--- src/hdl/dls_pkg.sv ---
// Functional notes
// (RULE1) transfer bit 1 offers earth in menu; the code offers it only while bit 1 is low
// (RULE2) line release on chosen tone pair during recording
// (RULE3) transfer bit 4 raises recording tone sensitivity
// (RULE4) bits 5-6 set earth time, earth key only
// (RULE5) earth codes give 200/300/500/700 ms
// (RULE6) bits 7-8 set flash break, flash key only
// (RULE7) flash codes give 80/110/250/500 ms
// (RULE8) code 111 detects dial tone, else fixed wait
// (RULE9) unsupported detection makes 111 wait 3.5 s
// (RULE10) remote ID second digit within 2 s/1 s
// (RULE11) sending busy tone: ignore, after, or both
// (RULE12) receiving busy tone releases line when bit low
// (RULE13) DTMF minimum 40 ms or 100 ms
// (RULE14) pause key waits none, 3.5 to 14 s
// (RULE15) second tone detection: 110 pulse only, 101/111 both
// (RULE16) international tone duration from eight codes
// (RULE17) second tone needed once or twice
// (RULE18) tolerated tone break 30 or 50 ms
// (RULE19) all timing from one millisecond tick
package dls_pkg;
	// register addresses
	localparam logic [1:0] ADDR_XFER  = 2'h0;
	localparam logic [1:0] ADDR_DIAL  = 2'h1;
	localparam logic [1:0] ADDR_PAUSE = 2'h2;
	localparam logic [1:0] ADDR_STAT  = 2'h3;
	localparam logic [7:0] SW_RESET   = 8'h00;
	// field positions, first selector is bit 0 and the code msb
	localparam int XF_EARTH_OFF = 0;
	localparam int XF_FREQ      = 1;
	localparam int XF_SENS      = 3;
	localparam int XF_EARTH_T   = 4;
	localparam int XF_FLASH_T   = 6;
	localparam int FD_WAIT      = 0;
	localparam int FD_GAP       = 3;
	localparam int FD_BUSY      = 4;
	localparam int FD_RECV      = 6;
	localparam int FD_DTMF      = 7;
	localparam int PS_MODE      = 0;
	localparam int PS_INTL      = 3;
	localparam int PS_TWICE     = 6;
	localparam int PS_BREAK     = 7;
	// timebase
	localparam int CLK_PERIOD_NS = 10;
	localparam int TICK_MS       = 1;
	localparam int TICK_CYCLES   = TICK_MS * 1000000 / CLK_PERIOD_NS;
	typedef logic [14:0] dls_ms_t;
	localparam dls_ms_t WAIT_STEP_MS  = 15'h0DAC;
	localparam dls_ms_t GAP_LONG_MS   = 15'h07D0;
	localparam dls_ms_t GAP_SHORT_MS  = 15'h03E8;
	localparam dls_ms_t DTMF_SHORT_MS = 15'h0028;
	localparam dls_ms_t DTMF_LONG_MS  = 15'h0064;
	localparam dls_ms_t BRK_SHORT_MS  = 15'h001E;
	localparam dls_ms_t BRK_LONG_MS   = 15'h0032;
	// detected tone pins
	typedef struct packed {
		logic pair_350_440;
		logic pair_440_480;
		logic pair_480_620;
		logic dial_tone;
		logic busy_tone;
		logic dtmf_tone;
	} dls_tones_s;

	function automatic dls_ms_t earth_ms(input logic [1:0] c);
		case (c)
			2'h0:    earth_ms = 15'h00C8;
			2'h1:    earth_ms = 15'h012C;
			2'h2:    earth_ms = 15'h01F4;
			default: earth_ms = 15'h02BC;
		endcase
	endfunction : earth_ms

	function automatic dls_ms_t flash_ms(input logic [1:0] c);
		case (c)
			2'h0:    flash_ms = 15'h0050;
			2'h1:    flash_ms = 15'h006E;
			2'h2:    flash_ms = 15'h00FA;
			default: flash_ms = 15'h01F4;
		endcase
	endfunction : flash_ms

	function automatic dls_ms_t intl_ms(input logic [2:0] c);
		case (c)
			3'h0:    intl_ms = 15'h0032;
			3'h1:    intl_ms = 15'h00D2;
			3'h2:    intl_ms = 15'h01F4;
			3'h3:    intl_ms = 15'h0320;
			3'h4:    intl_ms = 15'h0384;
			3'h5:    intl_ms = 15'h05DC;
			3'h6:    intl_ms = 15'h07D0;
			default: intl_ms = 15'h09C4;
		endcase
	endfunction : intl_ms
endpackage : dls_pkg

--- src/hdl/dls_core.sv ---
// The implementer's own choices: the plain strobed port and the register offsets.
`timescale 1ns/100ps
module dls_core #(
	parameter int TICK_CYCLES = dls_pkg::TICK_CYCLES
) (
	input  wire logic               clk,
	input  wire logic               rstn,
	input  wire logic [1:0]         reg_addr,
	input  wire logic [7:0]         reg_wdata,
	input  wire logic               reg_wr,
	input  wire logic               reg_rd,
	output logic      [7:0]         reg_rdata,
	input  wire dls_pkg::dls_tones_s tones_pin,
	input  wire logic               detect_supported,
	input  wire logic               incoming_message_recording,
	input  wire logic               recall_press,
	input  wire logic               recall_is_earth,
	input  wire logic               line_seized,
	input  wire logic               dialing_done,
	input  wire logic               auto_sending,
	input  wire logic               auto_receiving,
	input  wire logic               pulse_dialing,
	input  wire logic               pause_press,
	input  wire logic               remote_digit,
	output logic                    earth_menu_offered,
	output logic                    icm_high_sensitivity,
	output logic                    line_release,
	output logic                    line_wire_a_earth,
	output logic                    line_break,
	output logic                    dial_start,
	output logic                    remote_id_valid,
	output logic                    dtmf_valid,
	output logic                    pause_active,
	output logic                    pause_done
);
	typedef enum {D_IDLE, D_WAIT, D_DETECT} dls_dial_e;
	typedef enum {P_IDLE, P_WAIT, P_TONE, P_POST} dls_pause_e;

	logic [7:0]          xfer_sw;
	logic [7:0]          dial_sw;
	logic [7:0]          pause_sw;
	logic [5:0]          s1;
	logic [5:0]          s2;
	logic [5:0]          s3;
	dls_pkg::dls_tones_s tn;
	logic [16:0]         div_cnt;
	logic                tick;
	dls_pkg::dls_ms_t    recall_cnt;
	dls_pkg::dls_ms_t    dial_cnt;
	dls_pkg::dls_ms_t    dial_target;
	dls_dial_e           dial_st;
	logic                release_cond;
	logic                release_prev;
	logic                first_seen;
	dls_pkg::dls_ms_t    gap_cnt;
	dls_pkg::dls_ms_t    dtmf_cnt;
	dls_pause_e          pause_st;
	dls_pkg::dls_ms_t    pause_cnt;
	dls_pkg::dls_ms_t    pause_target;
	dls_pkg::dls_ms_t    run_cnt;
	dls_pkg::dls_ms_t    brk_cnt;
	logic                armed;
	logic                hits;
	logic [2:0]          dial_code;
	logic [2:0]          pause_code;
	logic                pair_hit;
	logic                busy_send;
	logic                busy_recv;
	dls_pkg::dls_ms_t    gap_limit;
	dls_pkg::dls_ms_t    brk_limit;
	logic                tone_long;

	// software writes to the switch bytes
	always_ff @(posedge clk or negedge rstn)
	begin
		if (!rstn)
		begin
			xfer_sw  <= dls_pkg::SW_RESET;
			dial_sw  <= dls_pkg::SW_RESET;
			pause_sw <= dls_pkg::SW_RESET;
		end
		else if (reg_wr)
		begin
			case (reg_addr)
				dls_pkg::ADDR_XFER:  xfer_sw  <= reg_wdata;
				dls_pkg::ADDR_DIAL:  dial_sw  <= reg_wdata;
				dls_pkg::ADDR_PAUSE: pause_sw <= reg_wdata;
				default:             ;
			endcase
		end
	end

	// read data, one cycle after the strobe
	always_ff @(posedge clk or negedge rstn)
	begin
		if (!rstn)
			reg_rdata <= 8'h00;
		else if (reg_rd)
		begin
			case (reg_addr)
				dls_pkg::ADDR_XFER:  reg_rdata <= xfer_sw;
				dls_pkg::ADDR_DIAL:  reg_rdata <= dial_sw;
				dls_pkg::ADDR_PAUSE: reg_rdata <= pause_sw;
				default:             reg_rdata <= {1'b0, hits, first_seen,
					dial_st != D_IDLE, pause_active, dtmf_valid,
					line_break, line_wire_a_earth};
			endcase
		end
		else
			reg_rdata <= 8'h00;
	end

	// three-stage synchronisers, value taken once stages two and three agree
	genvar gi;
	generate
		for (gi = 0; gi < 6; gi++)
		begin : g_sync
			always_ff @(posedge clk or negedge rstn)
			begin
				if (!rstn)
				begin
					s1[gi] <= 1'b0;
					s2[gi] <= 1'b0;
					s3[gi] <= 1'b0;
					tn[gi] <= 1'b0;
				end
				else
				begin
					s1[gi] <= tones_pin[gi];
					s2[gi] <= s1[gi];
					s3[gi] <= s2[gi];
					if (s2[gi] == s3[gi])
						tn[gi] <= s3[gi];
				end
			end
		end
	endgenerate

	// common millisecond tick
	always_ff @(posedge clk or negedge rstn)
	begin
		if (!rstn)
		begin
			div_cnt <= 17'h00000;
			tick    <= 1'b0;
		end
		else if (div_cnt == 17'(TICK_CYCLES - 1))
		begin
			div_cnt <= 17'h00000;
			tick    <= 1'b1; // RULE19
		end
		else
		begin
			div_cnt <= div_cnt + 17'h00001;
			tick    <= 1'b0;
		end
	end

	// decoded switch fields
	assign dial_code  = {dial_sw[dls_pkg::FD_WAIT], dial_sw[dls_pkg::FD_WAIT + 1],
		dial_sw[dls_pkg::FD_WAIT + 2]};
	assign pause_code = {pause_sw[dls_pkg::PS_MODE], pause_sw[dls_pkg::PS_MODE + 1],
		pause_sw[dls_pkg::PS_MODE + 2]};
	assign gap_limit  = dial_sw[dls_pkg::FD_GAP] ? dls_pkg::GAP_SHORT_MS
		: dls_pkg::GAP_LONG_MS; // RULE10
	assign brk_limit  = pause_sw[dls_pkg::PS_BREAK] ? dls_pkg::BRK_LONG_MS
		: dls_pkg::BRK_SHORT_MS; // RULE18

	// static option outputs
	always_ff @(posedge clk or negedge rstn)
	begin
		if (!rstn)
		begin
			earth_menu_offered   <= 1'b0;
			icm_high_sensitivity <= 1'b0;
		end
		else
		begin
			earth_menu_offered   <= ~xfer_sw[dls_pkg::XF_EARTH_OFF]; // RULE1
			icm_high_sensitivity <= xfer_sw[dls_pkg::XF_SENS]; // RULE3
		end
	end

	// line release causes: recording tone pair and busy tone
	always_comb
	begin
		case ({xfer_sw[dls_pkg::XF_FREQ], xfer_sw[dls_pkg::XF_FREQ + 1]})
			2'h0:    pair_hit = tn.pair_350_440; // RULE2
			2'h1:    pair_hit = tn.pair_440_480;
			default: pair_hit = tn.pair_480_620;
		endcase
		busy_send = auto_sending & tn.busy_tone & dial_sw[dls_pkg::FD_BUSY + 1]
			& (dial_sw[dls_pkg::FD_BUSY] | dialing_done); // RULE11
		busy_recv = auto_receiving & tn.busy_tone & ~dial_sw[dls_pkg::FD_RECV]; // RULE12
		release_cond = (incoming_message_recording & pair_hit) | busy_send | busy_recv;
	end

	// one release pulse per rise of the combined causes
	always_ff @(posedge clk or negedge rstn)
	begin
		if (!rstn)
		begin
			release_prev <= 1'b0;
			line_release <= 1'b0;
		end
		else
		begin
			release_prev <= release_cond;
			line_release <= release_cond & ~release_prev; // RULE2
		end
	end

	// recall key: earth short or flash break for the chosen time
	always_ff @(posedge clk or negedge rstn)
	begin
		if (!rstn)
		begin
			recall_cnt        <= 15'h0000;
			line_wire_a_earth <= 1'b0;
			line_break        <= 1'b0;
		end
		else if (recall_press && !line_wire_a_earth && !line_break)
		begin
			line_wire_a_earth <= recall_is_earth; // RULE4
			line_break        <= ~recall_is_earth; // RULE6
			recall_cnt        <= recall_is_earth
				? dls_pkg::earth_ms({xfer_sw[dls_pkg::XF_EARTH_T],
					xfer_sw[dls_pkg::XF_EARTH_T + 1]}) // RULE5
				: dls_pkg::flash_ms({xfer_sw[dls_pkg::XF_FLASH_T],
					xfer_sw[dls_pkg::XF_FLASH_T + 1]}); // RULE7
		end
		else if (tick && recall_cnt != 15'h0000)
			recall_cnt <= recall_cnt - 15'h0001;
		else if (recall_cnt == 15'h0000)
		begin
			line_wire_a_earth <= 1'b0;
			line_break        <= 1'b0;
		end
	end

	// first dial tone: fixed wait or detection after seizure
	always_ff @(posedge clk or negedge rstn)
	begin
		if (!rstn)
		begin
			dial_st     <= D_IDLE;
			dial_cnt    <= 15'h0000;
			dial_target <= 15'h0000;
			dial_start  <= 1'b0;
		end
		else
		begin
			dial_start <= 1'b0;
			case (dial_st)
				D_IDLE:
					if (line_seized)
					begin
						dial_cnt <= 15'h0000;
						if (dial_code == 3'h7 && detect_supported)
							dial_st <= D_DETECT; // RULE8
						else
						begin
							dial_st     <= D_WAIT;
							dial_target <= (dial_code == 3'h7) ? dls_pkg::WAIT_STEP_MS // RULE9
								: 15'(({12'h000, dial_code} + 15'h0001)
									* dls_pkg::WAIT_STEP_MS); // RULE8
						end
					end
				D_WAIT:
					if (dial_cnt >= dial_target)
					begin
						dial_start <= 1'b1;
						dial_st    <= D_IDLE;
					end
					else if (tick)
						dial_cnt <= dial_cnt + 15'h0001;
				D_DETECT:
					if (tn.dial_tone)
					begin
						dial_start <= 1'b1; // RULE8
						dial_st    <= D_IDLE;
					end
				default: dial_st <= D_IDLE;
			endcase
		end
	end

	// remote ID: second digit must follow within the gap
	always_ff @(posedge clk or negedge rstn)
	begin
		if (!rstn)
		begin
			first_seen      <= 1'b0;
			gap_cnt         <= 15'h0000;
			remote_id_valid <= 1'b0;
		end
		else
		begin
			remote_id_valid <= 1'b0;
			if (remote_digit)
			begin
				remote_id_valid <= first_seen; // RULE10
				first_seen      <= ~first_seen;
				gap_cnt         <= 15'h0000;
			end
			else if (first_seen && tick)
			begin
				if (gap_cnt >= gap_limit)
					first_seen <= 1'b0; // RULE10
				else
					gap_cnt <= gap_cnt + 15'h0001;
			end
		end
	end

	// DTMF tone must last the minimum time
	always_ff @(posedge clk or negedge rstn)
	begin
		if (!rstn)
		begin
			dtmf_cnt   <= 15'h0000;
			dtmf_valid <= 1'b0;
		end
		else if (!tn.dtmf_tone)
		begin
			dtmf_cnt   <= 15'h0000;
			dtmf_valid <= 1'b0;
		end
		else
		begin
			if (tick && dtmf_cnt != 15'h7FFF)
				dtmf_cnt <= dtmf_cnt + 15'h0001;
			dtmf_valid <= dtmf_cnt >= (dial_sw[dls_pkg::FD_DTMF]
				? dls_pkg::DTMF_LONG_MS : dls_pkg::DTMF_SHORT_MS); // RULE13
		end
	end

	assign tone_long = run_cnt >= dls_pkg::intl_ms({pause_sw[dls_pkg::PS_INTL],
		pause_sw[dls_pkg::PS_INTL + 1], pause_sw[dls_pkg::PS_INTL + 2]}); // RULE16

	// pause key: plain wait or second dial tone detection
	always_ff @(posedge clk or negedge rstn)
	begin
		if (!rstn)
		begin
			pause_st     <= P_IDLE;
			pause_cnt    <= 15'h0000;
			pause_target <= 15'h0000;
			run_cnt      <= 15'h0000;
			brk_cnt      <= 15'h0000;
			armed        <= 1'b0;
			hits         <= 1'b0;
			pause_done   <= 1'b0;
		end
		else
		begin
			pause_done <= 1'b0;
			case (pause_st)
				P_IDLE:
					if (pause_press)
					begin
						pause_cnt <= 15'h0000;
						run_cnt   <= 15'h0000;
						brk_cnt   <= 15'h0000;
						armed     <= 1'b1;
						hits      <= 1'b0;
						if (pause_code == 3'h0)
							pause_done <= 1'b1; // RULE14
						else if (pause_code <= 3'h4)
						begin
							pause_st     <= P_WAIT;
							pause_target <= 15'({12'h000, pause_code}
								* dls_pkg::WAIT_STEP_MS); // RULE14
						end
						else if (!detect_supported)
						begin
							pause_st     <= P_WAIT;
							pause_target <= dls_pkg::WAIT_STEP_MS;
						end
						else if (pause_code == 3'h6 && !pulse_dialing)
							pause_done <= 1'b1; // RULE15
						else
							pause_st <= P_TONE; // RULE15
					end
				P_WAIT, P_POST:
					if (pause_cnt >= pause_target)
					begin
						pause_done <= 1'b1;
						pause_st   <= P_IDLE;
					end
					else if (tick)
						pause_cnt <= pause_cnt + 15'h0001;
				P_TONE:
					if (armed && tone_long)
					begin
						run_cnt <= 15'h0000;
						armed   <= 1'b0;
						hits    <= 1'b1;
						if (hits || !pause_sw[dls_pkg::PS_TWICE]) // RULE17
						begin
							pause_cnt    <= 15'h0000;
							pause_target <= dls_pkg::WAIT_STEP_MS;
							pause_st     <= (pause_code == 3'h5) ? P_WAIT : P_POST;
						end
					end
					else if (tick)
					begin
						if (tn.dial_tone)
						begin
							brk_cnt <= 15'h0000;
							if (armed)
								run_cnt <= run_cnt + 15'h0001;
						end
						else if (brk_cnt >= brk_limit)
						begin
							run_cnt <= 15'h0000; // RULE18
							armed   <= 1'b1;
						end
						else
							brk_cnt <= brk_cnt + 15'h0001;
					end
				default: pause_st <= P_IDLE;
			endcase
		end
	end

	assign pause_active = pause_st != P_IDLE;
endmodule : dls_core

--- config.mk ---
export PLATFORM = sky130hd
export DESIGN_NAME = dls_core
export DESIGN_NICKNAME = d
export VERILOG_FILES = /design/src/hdl/dls_pkg.sv /design/src/hdl/dls_core.sv
export SDC_FILE = /design/constraint.sdc
export NUM_CORES = 1
export LEC_CHECK = 0
export ABC_AREA = 1
export BUFFER_PORTS_ARGS = -buffer_cell sky130_fd_sc_hd__buf_2
export CAP_MARGIN = 10
export CORE_MARGIN = 4
export CORE_UTILIZATION = 50
export DETAILED_ROUTE_END_ITERATION = 10
export PLACE_DENSITY = 0.77
export SKIP_CTS_REPAIR_TIMING = 1
export SYNTH_ARGS = -nofsm -noshare
export SYNTH_HDL_FRONTEND = slang
export SYNTH_SLANG_ARGS = --single-unit
--- constraint.sdc ---
create_clock -name clk -period 3.4 [get_ports clk]
set_input_delay 0.34 -clock clk [delete_from_list [all_inputs] [get_ports clk]]
set_output_delay 0.34 -clock clk [all_outputs]
set_load 0.005 [all_outputs]
# Word level (Yosys, flattened, before mapping)
# Cells that the tools add are included.
# totals
elab_cells,282
input_bits,31
out_inout_bits,18
regBits,286
# classes
n_addsub,9
mux,91
reduce_logical,49
n_eq_ne,54
multipliers,2
order_cmp,7
n_bitwise,16
# ops
cell,n
$mux 15,32
$mux 32,11
$pmux 32 s3,2
$pmux 15 s2,4
$eq 32x2->1 const B,3
$add 15x1->15 const B,6
$pmux 12 s7,1
$eq 32x1->1 const B,2
$logic_not 32->1,2
$reduce_bool 32->1,2
$ge 15x15->1,3
$pmux 15 s3,1
$ne 2x2->1 const B,16
$pmux 10 s3,1
$pmux 9 s3,1
$mux 1,25
$pmux 8 s3,1
$eq 3x3->1 const B,6
$reduce_and 6->1,3
$add 17x1->17 const B,1
$eq 17x17->1 const B,1
$mux 17,1
$ge 15x11->1,1
$ge 15x6->1,1
other kinds (38),101

# Longest topological paths before layout
# logic_depth
word_depth,8
depth_mapped,19

# Worst setup path before layout
# OpenSTA, ideal clock, no wires.
# synth_timing
path_kind,register to register
start,register dial_sw[2]
end,register dial_target[14]
period_less_slack_ns,3.102
stages_incl_launch_ff,18
path_buffers,1
arrival_time_ns,2.969
setup_slack_ns,0.298
t_required_ns,3.267
cell_sequence,dfrtp_1 clkbuf_1 inv_1 ha_1 inv_1 ha_1 inv_1 fa_1 inv_1 ha_1 a21oi_1 or2_2 nand3_1 nand4_1 nand2_1 nand2_1 nand3_1 o21ai_0
# synth_between
elab_chain_len,4
elab_cells_between_ends,7
classes_between,1 x add/sub; 1 x mul; 1 x eq/ne; 1 x mux; 1 x bitwise; 2 x reduce/logical
# synth_rtl
item,line,rtl
from (decl),dls_core.sv:40,logic [7:0] dial_sw;
from (signal assigned),dls_core.sv:79,dial_sw <= dls_pkg::SW_RESET;
from (signal assigned),dls_core.sv:86,dls_pkg::ADDR_DIAL: dial_sw <= reg_wdata;
"parallel branches: the longest is 4 deep, another holds $mul 4x10->13",n/a,
to (signal assigned),dls_core.sv:264,dial_target <= (dial_code == 3'h7) ? dls_pkg::WAIT_STEP_MS
to (decl),dls_core.sv:50,dls_pkg::dls_ms_t dial_target;
# Several ways; the timed one is not identified.
# A chain may end at the register's enable or synchronous reset.

# Worst setup path after layout
# Same ends and word-level chain as after synthesis.

==> impl_metrics.ini <==
[yosys]
ys_warn_count = 0
synth_edf_count = 0
synth_seq_cells = 220
syn_nets = 1820
synth_seq_area_share = 0.414
synthCells = 1678
syn_area_per_cell_um2 = 7.93
async_reset_ff_frac = 1.00
ys.flop_type = dfrtp_1
syn_area_um2 = 13300
synth_cell_types = 57

[critical_path]
worstRegToRegCells = 16
crit_top_cell = inv_1
crit_family = adder cells
setup.reg_to_reg.worst_slack_ns = 0.29
critPathRequiredTime_ns = 3.79
worst-path-buf-inv = 4
critical_path.endpoint_type = register
cp_cell_sequence = inv_1 > ha_1 > inv_1 > ha_1 > inv_1 > fa_1 > inv_1 > ha_1 > a21oi_1 > or2_2 > nand3_1 > nand4_1 > nand2_1 > nand2_1 > nand3_1 > o21ai_0
r2r_end = dial_target[14]
r2r_start = dial_sw[2]
critPathLaunchType = register
critical-path-max-stage-delay_ns = 0.50
crit_slowest_cell = fa_1
critPathMaxFanout = 5
critPathKind = register to register
crit_arrival_ns = 3.50

[place]
post-dp-hpwl_um = 21700
numPlacedInstances = 2039
gp_congestion = 0.875
numPortBuffers = 48

[timing]
finalCriticalPeriod_ns = 3.11
setup-violations-final = 0
worst_pin_slew_ns = 0.782
period_share = 0.915
fin_hold_ws_ns = 0.102
rsz0062_at_grt = no
report.final.hold_viol_count = 0
slew_headroom = 0.477
fin_skew_ns = 0.00908
clock.fmax_mhz = 321
tns_ns = 0
drv_slew = 0

[floorplan]
die_x_um = 171
core.rowCount = 59
die-area_um2 = 29300
core_area_um2 = 26100
initial_core_util = 0.509
die_h_um = 171
io_pins = 49

[route]
drtIter0Drc = 747
drc_errors = 0
wl_um = 29500
detail-route-antenna-nets = 0
via_per_inst = 5.29
route.vias.total = 11100
firstDrtPassIters = 6
post_drt_wl_per_cell_um = 14.1

[finish]
insertedDiodeCount = 0
final_cell_mix = 380 x nand2_1, 228 x inv_1, 220 x dfrtp_1, 155 x nor2_1, 123 x o21ai_0
post_layout_nonfiller_instances = 2091
regArea_um2 = 5510
fill_cells = 2344
layout_commonest_cell = nand2_1
drive_above_1_share = 0.0837
final_nets = 1881
multi_input_area_um2 = 6750
areaGrowthSynthToFinish_pct = 11.6

[power]
p_clk_frac = 0.361
power.density_nw_per_um2 = 532
cell_internal_pwr_uw = 5310
combPwrFrac = 0.247
power.share.switching = 0.328
power_switching_uw = 2590
leakagePower_uw = 0.00728
vdd_drop_max_v = 0.000396
pwr-share-seq = 0.393

[clock_tree]
cts_tree = yes
clk_pin_slew_worst_paths_ns = 0.06
numCtsBuffers = 26
clock_path_buffers = 3
insertion_delay_ns = 0.53
cts_root_buffer = clkbuf_16
htree_levels = 1
clock-sinks = 220

[min_path]
min_from = incoming_message_recording
holdCritPathClass = primary input to register
holdPathStages = 3
worst_hold_path.endpoint = release_prev

[grt]
grt_max_degree = 93
overflow = 0
grt_pass1_wl_um = 50400
gr-usage-all-layers = 0.205
grt_pass1_vias = 10600
antenna_found_initial = 2

[status]
status = finished, final reports clean

[flow_run]
maxCapViolCount = 0
stage by stage:
stage          cell area, um^2   util  worst slack [ns]  total power [uW]
2_1_floorplan            13300      -             0.298              4540
4_1_cts                  14800  0.566             0.298              7960
3_3_place_gp             13900  0.532             0.377              5000
5_1_grt                  14900  0.568          0.000410              8440
6_report                 14900  0.568             0.288              7900
3_5_place_dp             13900  0.532             0.314              5070
metal layers:
metal	GRT usage	vias to the layer above	part of all wire	routed length, um
met5	0	-	0.00061	18
met4	0.0606	4	0.029	851
met2	0.341	254	0.46	13700
li1	-	5607	-	-
met1	0.280	5141	0.46	13700
met3	0.0293	54	0.043	1280
registers in the layout (all words and copies together) (netlist names), 8 cells and up:
register,cells
reg_rdata,8
gap_cnt,15
dial_sw,8
recall_cnt,15
pause_sw,8
pause_target,12
xfer_sw,8
brk_cnt,15
dtmf_cnt,15
dial_target,12
div_cnt,17
pause_cnt,15
run_cnt,15
dial_cnt,15
cell type report:
type	count	area share
multi-input combinational	1191	0.454
clock inverter	15	0.0138
tap	335	0.0282
timing repair buffer	67	0.0285
clock buffer	30	0.0455
sequential	220	0.371
inverter	233	0.0591
worst max-delay path by stage:
stage	start	cells past startpoint	end	slack, ns
finish	dial_sw[2]	16	dial_target[14]	0.29
detailed placement	dial_sw[2]	16	dial_target[14]	0.31
CTS	dial_sw[2]	16	dial_target[14]	0.30
global route	dial_sw[2]	16	dial_target[14]	0.0004
global placement	dial_sw[2]	16	dial_target[14]	0.38
floorplan	dial_sw[2]	17	dial_target[14]	0.30
synthesized netlist by cell type (4+ instances only):
library cell / n / area share
a21oi_1: 62 / 0.023
buf_2: 8 / 0.0030
clkbuf_1: 16 / 0.0045
dfrtp_1: 220 / 0.41
ha_1: 108 / 0.10
inv_1: 228 / 0.064
inv_2: 4 / 0.0011
maj3_1: 6 / 0.0045
nand2_1: 380 / 0.11
nand3_1: 111 / 0.042
nand3_2: 4 / 0.0030
nand3b_1: 10 / 0.0056
nand4_1: 35 / 0.016
nor2_1: 155 / 0.044
nor2_4: 4 / 0.0034
nor3_1: 34 / 0.013
nor4_1: 6 / 0.0028
o211ai_1: 11 / 0.0062
o21ai_0: 123 / 0.046
o21ai_1: 7 / 0.0026
o21ai_2: 10 / 0.0066
o22ai_1: 7 / 0.0033
o31ai_1: 7 / 0.0039
or2_2: 11 / 0.0052
xnor2_1: 12 / 0.0079
xor2_1: 45 / 0.030
worst reg2reg max path, stage by stage (launching register included):
cell and delay (ns):
dfrtp_1 0.42, inv_1 0.17, ha_1 0.27, inv_1 0.10
ha_1 0.18, inv_1 0.06, fa_1 0.50, inv_1 0.04
ha_1 0.34, a21oi_1 0.08, or2_2 0.27, nand3_1 0.14
nand4_1 0.13, nand2_1 0.08, nand2_1 0.05, nand3_1 0.06
o21ai_0 0.08
power groups by stage:
stage / registers (uW) / clock network [uW] / logic (uW)
5_1_grt: 3140 / 3030 / 2270
3_5_place_dp: 3140 / 0 / 1930
4_1_cts: 3100 / 2910 / 1950
6_report: 3100 / 2850 / 1950
3_3_place_gp: 3140 / 0 / 1860
2_1_floorplan: 3070 / 0 / 1470
logic make-up after synthesis:
| logic type | share of synthesized area |
|---|---|
| AO/OA/AOI/OAI | 0.109 |
| buffers and inverters | 0.0791 |
| adder cells (fa/ha/maj) | 0.111 |
| flip-flops | 0.414 |
| AND/OR/NAND/NOR | 0.251 |
| XOR/XNOR | 0.0375 |
Power figures use the tool's default switching activity.
